===== config.mk =====
export PLATFORM = sky130hd
export DESIGN_NAME = arith_unit
export DESIGN_NICKNAME = d
export VERILOG_FILES = /design/src/rtl/arith_pkg.sv /design/src/rtl/arith_unit.sv
export SDC_FILE = /design/constraint.sdc
export NUM_CORES = 2
export LEC_CHECK = 0
export ABC_CLOCK_PERIOD_IN_PS = 106700
export BUFFER_PORTS_ARGS = -buffer_cell sky130_fd_sc_hd__buf_2
export CORE_MARGIN = 2
export CORE_UTILIZATION = 50
export DETAILED_ROUTE_END_ITERATION = 6
export MAX_ROUTING_LAYER = met4
export PLACE_DENSITY = 0.64
export SYNTH_ARGS = -nofsm -noshare
export SYNTH_HDL_FRONTEND = slang
export SYNTH_SLANG_ARGS = --single-unit

===== constraint.sdc =====
create_clock -name mclk -period 106.7 [get_ports mclk]
set_input_delay 26.675 -clock mclk [delete_from_list [all_inputs] [get_ports mclk]]
set_output_delay 26.675 -clock mclk [all_outputs]
set_load 0.02 [all_outputs]

===== src/rtl/arith_pkg.sv =====
// Overview of operation
// - Byte registers hold operands, then results
// - Operation chosen by register write order
// - Write to register 0 restarts, arms monitor
// - Orders 012345, 0145, 0415 pick operations
// - Quotient/product low, remainder in registers 4-5
// - Write to register 5 starts mul/div
// - No busy flag; fixed time; results held
// - Any register 0 write starts anew
// - Shift: write 0..3, then control starts
// - Control write launches shift/normalize, except count zero with top bit set
// - Control at 0xEF: err, ovf, dir, count
// - Retrigger before completion sets error flag
// - Reading control clears error flag
// - Overflow on divide by zero, big product
// - Direction bit one shifts right
// - Count zero normalizes, else shifts count
// - Normalize shifts left until top bit set
// - Normalize leaves shift total in count
// - Nonzero normalize max 31 shifts, six cycles
// - Divide 32/16 six cycles, others four
// - Zero fill; four shifts then six
// - Normalize with top bit set flags overflow
// - Reading registers 0-3 during shift sets error flag
package arith_pkg;

    // Register addresses in the special function space
    localparam logic [7:0] ADDR_REG0    = 8'hE9;
    localparam logic [7:0] ADDR_REG1    = 8'hEA;
    localparam logic [7:0] ADDR_REG2    = 8'hEB;
    localparam logic [7:0] ADDR_REG3    = 8'hEC;
    localparam logic [7:0] ADDR_REG4    = 8'hED;
    localparam logic [7:0] ADDR_REG5    = 8'hEE;
    localparam logic [7:0] ADDR_CONTROL = 8'hEF;

    // Control register fields
    localparam int BIT_ERR = 7;
    localparam int BIT_OVF = 6;
    localparam int BIT_DIR = 5;
    localparam logic [7:0] CONTROL_RESET = 8'h00;

    // Execution times in machine cycles, then shift amounts in bits per cycle
    localparam logic [2:0] CYC_DIV32 = 3'h6;
    localparam logic [2:0] CYC_DIV16 = 3'h4;
    localparam logic [2:0] CYC_MUL   = 3'h4;
    localparam logic [4:0] SHIFT_FIRST = 5'h04;
    localparam logic [4:0] SHIFT_NEXT  = 5'h06;

    // Operation being computed or read out
    typedef enum logic [2:0] {
        OP_NONE  = 3'b000,
        OP_DIV32 = 3'b001,
        OP_DIV16 = 3'b011,
        OP_MUL   = 3'b010,
        OP_SHIFT = 3'b110
    } op_t;

    // Write-order tracker, Gray along the 32/16 path
    typedef enum logic [2:0] {
        WS_IDLE = 3'b000,
        WS_W0   = 3'b001,
        WS_W1   = 3'b011,
        WS_W2   = 3'b010,
        WS_W3   = 3'b110,
        WS_W4   = 3'b111,
        WS_W04  = 3'b101,
        WS_W041 = 3'b100
    } wseq_t;

endpackage


===== src/rtl/arith_unit.sv =====
`timescale 1ns/100ps
`default_nettype none
module arith_unit
    import arith_pkg::*;
(
    // Clock and reset
    input  wire logic       mclk,
    input  wire logic       rst,
    // Special function register port
    input  wire logic [7:0] sfr_addr,
    input  wire logic       sfr_wr,
    input  wire logic       sfr_rd,
    input  wire logic [7:0] sfr_wdata,
    output logic      [7:0] sfr_rdata,
    output logic            sfr_sel
);

    logic [7:0]  md_q [6];
    logic [7:0]  md_d [6];
    logic        err_q, err_d, ovf_q, ovf_d, dir_q, dir_d;
    logic [4:0]  cnt_q, cnt_d;
    wseq_t       ws_q, ws_d;
    op_t         op_q, op_d;
    logic        busy_q, busy_d;
    logic        mon_q, mon_d;
    logic [2:0]  cyc_q, cyc_d;
    logic        norm_q, norm_d;
    logic [4:0]  left_q, left_d;
    logic        first_q, first_d;
    // Set once registers 2 and 3 arrive in order; tells 32/16 from 16/16 at the last write
    logic        div32_q, div32_d;

    logic [31:0] op32, quo32, prod;
    logic [15:0] dvsr, rem16;
    logic [31:0] shv;
    logic [4:0]  step, lz;
    logic        wr_md [6];
    logic        rd_md [6];
    logic        wr_ctl, rd_ctl;

    // Per-register strobes
    genvar g;
    generate
        for (g = 0; g < 6; g++)
        begin : g_strobe
            assign wr_md[g] = sfr_wr && (sfr_addr == ADDR_REG0 + 8'(g));
            assign rd_md[g] = sfr_rd && (sfr_addr == ADDR_REG0 + 8'(g));
        end
    endgenerate
    assign wr_ctl = sfr_wr && (sfr_addr == ADDR_CONTROL);
    assign rd_ctl = sfr_rd && (sfr_addr == ADDR_CONTROL);

    // Division sources by mode; 16/16 uses only registers 0,1 as dividend
    assign op32  = (op_q == OP_DIV16) ? {16'h0000, md_q[1], md_q[0]}
                                      : {md_q[3], md_q[2], md_q[1], md_q[0]};
    assign dvsr  = {md_q[5], md_q[4]};
    assign quo32 = (dvsr == 16'h0000) ? 32'hFFFFFFFF : op32 / {16'h0000, dvsr};
    assign rem16 = (dvsr == 16'h0000) ? 16'hFFFF : 16'(op32 % {16'h0000, dvsr});
    assign prod  = {md_q[1], md_q[0]} * {md_q[5], md_q[4]};

    // Leading zero count for normalize, at most 31
    always_comb
    begin
        lz = 5'h1F;
        for (int i = 0; i < 32; i++)
        begin
            if (shv[i])
            begin
                lz = 5'(31 - i);
            end
        end
    end

    assign shv  = {md_q[3], md_q[2], md_q[1], md_q[0]};

    // Shift amount for this cycle: four first, then six
    always_comb
    begin
        step = first_q ? SHIFT_FIRST : SHIFT_NEXT;
        if (norm_q)
        begin
            if (lz < step)
            begin
                step = lz;
            end
        end
        else if (left_q < step)
        begin
            step = left_q;
        end
    end

    // Register read mux; reads also clear or set the error flag besides monitoring
    always_comb
    begin
        sfr_sel   = 1'b0;
        sfr_rdata = 8'h00;
        for (int i = 0; i < 6; i++)
        begin
            if (sfr_addr == ADDR_REG0 + 8'(i))
            begin
                sfr_sel   = 1'b1;
                sfr_rdata = md_q[i];
            end
        end
        if (sfr_addr == ADDR_CONTROL)
        begin
            sfr_sel   = 1'b1;
            sfr_rdata = {err_q, ovf_q, dir_q, cnt_q};
        end
    end

    // Sequencer, datapath and flags
    always_comb
    begin
        md_d    = md_q;
        err_d   = err_q;
        ovf_d   = ovf_q;
        dir_d   = dir_q;
        cnt_d   = cnt_q;
        ws_d    = ws_q;
        op_d    = op_q;
        busy_d  = busy_q;
        mon_d   = mon_q;
        cyc_d   = cyc_q;
        norm_d  = norm_q;
        left_d  = left_q;
        first_d = first_q;
        div32_d = div32_q;

        // Computation phase, no busy output is exported; software counts cycles
        if (busy_q)
        begin
            if (op_q == OP_SHIFT)
            begin
                if (norm_q)
                begin
                    {md_d[3], md_d[2], md_d[1], md_d[0]} = shv << step;
                    md_d[4] = md_q[4];
                    md_d[5] = md_q[5];
                    cnt_d   = cnt_q + step;
                    if (step == lz)
                    begin
                        busy_d = 1'b0;
                    end
                end
                else
                begin
                    if (dir_q)
                    begin
                        {md_d[3], md_d[2], md_d[1], md_d[0]} = shv >> step;
                    end
                    else
                    begin
                        {md_d[3], md_d[2], md_d[1], md_d[0]} = shv << step;
                    end
                    left_d = left_q - step;
                    if (left_q == step)
                    begin
                        busy_d = 1'b0;
                    end
                end
                first_d = 1'b0;
            end
            else
            begin
                cyc_d = cyc_q - 3'h1;
                if (cyc_q == 3'h1)
                begin
                    busy_d = 1'b0;
                    if (op_q == OP_MUL)
                    begin
                        {md_d[3], md_d[2], md_d[1], md_d[0]} = prod;
                        ovf_d = (prod[31:16] != 16'h0000);
                    end
                    else
                    begin
                        {md_d[3], md_d[2], md_d[1], md_d[0]} = quo32;
                        if (op_q == OP_DIV16)
                        begin
                            md_d[2] = 8'h00;
                            md_d[3] = 8'h00;
                        end
                        {md_d[5], md_d[4]} = rem16;
                        ovf_d = (dvsr == 16'h0000);
                    end
                end
            end
        end

        // Reads during a shift, or end of read-out
        if (op_q == OP_SHIFT && busy_q && (rd_md[0] || rd_md[1] || rd_md[2] || rd_md[3]))
        begin
            err_d = 1'b1;
        end
        if ((rd_md[5] && (op_q == OP_DIV32 || op_q == OP_DIV16)) ||
            (rd_md[3] && (op_q == OP_MUL || op_q == OP_SHIFT)))
        begin
            mon_d = 1'b0;
        end

        // Control read clears the error flag; a new error wins
        if (rd_ctl)
        begin
            err_d = 1'b0;
        end

        // Byte writes, tracked for order decode
        for (int i = 0; i < 6; i++)
        begin
            if (wr_md[i])
            begin
                md_d[i] = sfr_wdata;
            end
        end
        if (wr_md[0])
        begin
            if (mon_q || busy_q)
            begin
                err_d = 1'b1;
            end
            ws_d   = WS_W0;
            mon_d  = 1'b1;
            busy_d = 1'b0;
            op_d   = OP_NONE;
            div32_d = 1'b0;
        end
        else if (wr_md[1])
        begin
            ws_d = (ws_q == WS_W0) ? WS_W1 : (ws_q == WS_W04) ? WS_W041 : WS_IDLE;
        end
        else if (wr_md[2])
        begin
            ws_d = (ws_q == WS_W1) ? WS_W2 : WS_IDLE;
        end
        else if (wr_md[3])
        begin
            // Only the full 32-bit load order marks the long divide
            div32_d = (ws_q == WS_W2);
            ws_d    = (ws_q == WS_W2) ? WS_W3 : WS_IDLE;
        end
        else if (wr_md[4])
        begin
            case (ws_q)
                WS_W3:   ws_d = WS_W4;
                WS_W1:   ws_d = WS_W4;
                WS_W0:   ws_d = WS_W04;
                default: ws_d = WS_IDLE;
            endcase
        end
        else if (wr_md[5])
        begin
            // Last write starts the decoded operation
            case (ws_q)
                WS_W4:
                begin
                    // Orders 0..5 and 0,1,4,5 share this state; the flag splits them
                    op_d  = div32_q ? OP_DIV32 : OP_DIV16;
                    cyc_d = div32_q ? CYC_DIV32 : CYC_DIV16;
                end
                WS_W041:
                begin
                    op_d  = OP_MUL;
                    cyc_d = CYC_MUL;
                end
                default:
                begin
                    op_d  = OP_NONE;
                end
            endcase
            busy_d = (ws_q == WS_W4) || (ws_q == WS_W041);
            ws_d   = WS_IDLE;
        end

        // Control write launches shift or normalize
        if (wr_ctl)
        begin
            dir_d   = sfr_wdata[BIT_DIR];
            first_d = 1'b1;
            op_d    = OP_SHIFT;
            busy_d  = 1'b1;
            ws_d    = WS_IDLE;
            left_d  = sfr_wdata[4:0];
            norm_d  = (sfr_wdata[4:0] == 5'h00);
            cnt_d   = sfr_wdata[4:0];
            if (sfr_wdata[4:0] == 5'h00)
            begin
                ovf_d = md_q[3][7];
                busy_d = ~md_q[3][7];
            end
            else
            begin
                ovf_d = 1'b0;
            end
        end
    end

    // State registers
    always_ff @(posedge mclk or posedge rst)
    begin
        if (rst)
        begin
            md_q    <= '{default: 8'h00};
            err_q   <= CONTROL_RESET[BIT_ERR];
            ovf_q   <= CONTROL_RESET[BIT_OVF];
            dir_q   <= CONTROL_RESET[BIT_DIR];
            cnt_q   <= CONTROL_RESET[4:0];
            ws_q    <= WS_IDLE;
            op_q    <= OP_NONE;
            busy_q  <= 1'b0;
            mon_q   <= 1'b0;
            cyc_q   <= 3'h0;
            norm_q  <= 1'b0;
            left_q  <= 5'h00;
            first_q <= 1'b0;
            div32_q <= 1'b0;
        end
        else
        begin
            md_q    <= md_d;
            err_q   <= err_d;
            ovf_q   <= ovf_d;
            dir_q   <= dir_d;
            cnt_q   <= cnt_d;
            ws_q    <= ws_d;
            op_q    <= op_d;
            busy_q  <= busy_d;
            mon_q   <= mon_d;
            cyc_q   <= cyc_d;
            norm_q  <= norm_d;
            left_q  <= left_d;
            first_q <= first_d;
            div32_q <= div32_d;
        end
    end

endmodule
`default_nettype wire


==> impl_metrics.env <==
export IMPL_dieArea_um2=78700
export IMPL_min_period_ns=100.43
export IMPL_synthFlopType="dfrtp_1"
export IMPL_initialDrtViolationCount=4345
export IMPL_synth_xor_area_share_pct=5.41
export IMPL_clock_sinks=75
export IMPL_hp_class="register to register"
export IMPL_drc=0
export IMPL_cp_end_kind="register"
export IMPL_synth_warnings=0
export IMPL_grt_ovfl_total=0
export IMPL_wl_mm=147
export IMPL_synthesis_nets=5986
export IMPL_grt_max_degree=63
export IMPL_drt_pass1_iterations=6
export IMPL_clockRootBuffer="clkbuf_16"
export IMPL_status="finished, final reports clean"
export IMPL_ys_types=140
export IMPL_synth_top_family_by_area="adder cells"
export IMPL_slowest_delay_ns=0.88
export IMPL_r2r_end="dvsr[13]$_DFFE_PP0P_"
export IMPL_cts_tree="yes"
export IMPL_route_antenna_remaining_nets=0
export IMPL_cts_clk_slew_worst_paths_ns=0.08
export IMPL_r2r_worst_path_cells=429
export IMPL_synthSimpleGateAreaFrac_pct=24.7
export IMPL_drive_gt1_share_pct=8.65
export IMPL_rrSetupSlack_ns=6.27
export IMPL_holdCritStartpoint="mon_q$_DFFE_PP0P_"
export IMPL_clock_path_buffers=2
export IMPL_synthCells=5259
export IMPL_synth_area_leaders="ha_1 (17%), fa_1 (10%), nand2_1 (6.0%)"
export IMPL_port_buffers=28
export IMPL_muxShareOfSynthArea_pct=4.81
export IMPL_syn_to_final_growth_pct=4.25
export IMPL_grt_pass1_wl_mm=224
export IMPL_worst_ep_required_time_ns=106.95
export IMPL_synth_top_area_share_pct=16.7
export IMPL_cp_data_arrival_time_ns=100.68
export IMPL_final_util_pct=52.6
export IMPL_clk_latency_ns=0.37
export IMPL_grt_pass1_vias=37200
export IMPL_coreArea_um2=75800
export IMPL_slew_headroom_pct=7.82
export IMPL_syn_area_per_cell_um2=7.27
export IMPL_synth_edf_count=0
export IMPL_syn_area_um2=38200
export IMPL_yosysTopAreaCell="ha_1"
export IMPL_cts_made_buffers=9
export IMPL_finalHoldViolCount=0
export IMPL_htreeDepth=3
export IMPL_cp_max_fo=34
export IMPL_initial_utilization_pct=50.4
export IMPL_grt_total_usage_pct=37.6
export IMPL_antenna_found_initial=5
export IMPL_final_nets=5867
export IMPL_wl_per_cell_um=23.9
export IMPL_vias=40400
export IMPL_fp_row_count=101
export IMPL_cts_hold_fix_buffers=0
export IMPL_holdPathEnd="mon_q$_DFFE_PP0P_"
export IMPL_ys_seq_area_share_pct=4.91
export IMPL_post_drt_via_cell_ratio=6.58
export IMPL_fin_worst_skew_ns=0.00957
export IMPL_start_kind="register"
export IMPL_gp_congestion=1.03
export IMPL_async_reset_ff_share_pct=100
export IMPL_hpwl_mm=111
export IMPL_critPathSlowestCell="dfrtp_1"
export IMPL_dieWidth_um=281
export IMPL_max_freq_mhz=9.96
export IMPL_synth_adder_area_share_pct=27.1
export IMPL_die_y_um=281
export IMPL_worst_pin_slew_ns=1.37
export IMPL_period_share_pct=94.1
export IMPL_cp_common_cell="o21a_1"
export IMPL_crit_type="register to register"
export IMPL_pin_count=29
export IMPL_drv_cap=0
export IMPL_synth_seq_cells=75
export IMPL_r2r_start="op_q[1]$_DFFE_PP0P_"
export IMPL_setup_viol=0
export IMPL_holdPathStages=2
export IMPL_synth_compound_area_share_pct=26.8
export IMPL_slew_violations=0
export IMPL_fill_cells=7573
==> worst max-delay path, delay by kind of cell (launching register included) <==
| family | cells | cell delay (ns) |
|---|---|---|
| flip-flops | 1 | 0.88 |
| AND/OR/NAND/NOR | 98 | 21.96 |
| buffers and inverters | 13 | 2.62 |
| adder cells (fa/ha/maj) | 32 | 9.91 |
| AO/OA/AOI/OAI | 274 | 60.74 |
| multiplexers | 12 | 3.98 |
==> worst max path at each step <==
stage,from,endpoint,cells after the start
2_1_floorplan,dvsr[0]$_DFFE_PP0P_,dvsr[3]$_DFFE_PP0P_,471
3_3_place_gp,dvsr[6]$_DFFE_PP0P_,dvsr[14]$_DFFE_PP0P_,425
3_5_place_dp,dvsr[6]$_DFFE_PP0P_,dvsr[11]$_DFFE_PP0P_,425
4_1_cts,dvsr[6]$_DFFE_PP0P_,dvsr[11]$_DFFE_PP0P_,425
5_1_grt,op_q[1]$_DFFE_PP0P_,dvsr[13]$_DFFE_PP0P_,429
6_report,op_q[1]$_DFFE_PP0P_,dvsr[13]$_DFFE_PP0P_,429
==> cell families (layout without fill, tap and decap cells) <==
group	Yosys count	after routing
AND/OR/NAND/NOR	1982	1983
AO/OA/AOI/OAI	1507	1509
adder cells (fa/ha/maj)	711	711
buffers and inverters	584	467
XOR/XNOR	236	236
multiplexers	162	162
flip-flops	75	75
other	2	9
==> layer usage <==
layer	share of wire, %	GRT usage [%]
met5	0	-
met4	4.1	12.6
met3	11	7.48
met2	43	56.4
met1	43	50.2
==> cells in the final DEF (no fill, tap or decap), types with 11 or more instances in the layout <==
cell        n
ha_1      510
o31ai_1   105
nand3_1    99
fa_1      197
nor2_1    520
o21ai_0   249
a21oi_1   353
nand2b_1   46
and3_1     31
or4_1      16
a211oi_1   50
buf_4     101
nand4_1    44
nand2_1   607
xor2_1    105
a211o_1    29
o211ai_1   52
xnor2_1   131
o22ai_1    17
nor4_1     19
or2_2      34
o21a_1    194
buf_2      28
mux2_2    107
a221oi_1   37
nor2b_1    36
inv_1     306
dfrtp_1    75
o21bai_1   35
nor3_1    265
a31oi_1    46
o21ai_1    12
or3_1      61
and2_1     84
mux2i_1    46
o31a_1     15
nor3b_1    11
o311ai_0   16
a21boi_0   15
a21o_1     89
==> synth_stat cells, drive strengths merged (49+ instances only) <==
cell,instances
nand2b,49
fa,197
mux2,110
buf,68
o211ai,56
a31oi,50
o21ai,266
dfrtp,75
nor2,534
xor2,105
or3,65
ha,510
xnor2,131
o21a,195
and2,87
a211oi,57
nand2,609
nor3,271
clkbuf,194
a21oi,359
inv,315
nand3,102
o31ai,106
a21o,89
==> stage by stage <==
step / setup TNS (ns) / hold WS, ns / setup WS [ns] / cell area [um^2] / std cells
2_1_floorplan: 0 / 0.457 / 10.56 / 38200 / 5259
3_3_place_gp: 0 / 0.481 / 3.60 / 39100 / 6091
3_5_place_dp: 0 / 0.482 / 1.21 / 39100 / 6091
4_1_cts: 0 / 0.499 / 0.824 / 39400 / 6107
5_1_grt: -0.276 / 0.518 / -0.0942 / 39800 / 6127
6_report: 0 / 0.492 / 6.27 / 39900 / 6130
==> repair_timing <==
item	CTS	global route
setup buffers	0	12
endpoints found under the hold margin	0	0
resized for setup	0	60
setup endpoints to repair	0	18
==> flip-flops by register name (all words and copies together) (netlist names), 3 cells and up <==
register	cells
left_q	5
cyc_q	3
dvsr	16
cnt_q	5
ws_q	3
op_q	3
md_q	32
==> layout make-up <==
type | count | area, um^2 | area share, %
Multi-Input combinational cell | 4603 | 34300 | 86.1
Antenna cell | 7 | 17.5 | 0.0440
Tap cell | 978 | 1220 | 3.07
Clock buffer | 9 | 225 | 0.565
Clock inverter | 7 | 70.1 | 0.176
Timing Repair Buffer | 129 | 898 | 2.25
Inverter | 322 | 1210 | 3.04
Sequential cell | 75 | 1880 | 4.71
Power is left out: the tool's default activity adds up to more than one toggle a clock period on the data nets, which glitch-free logic cannot reach.
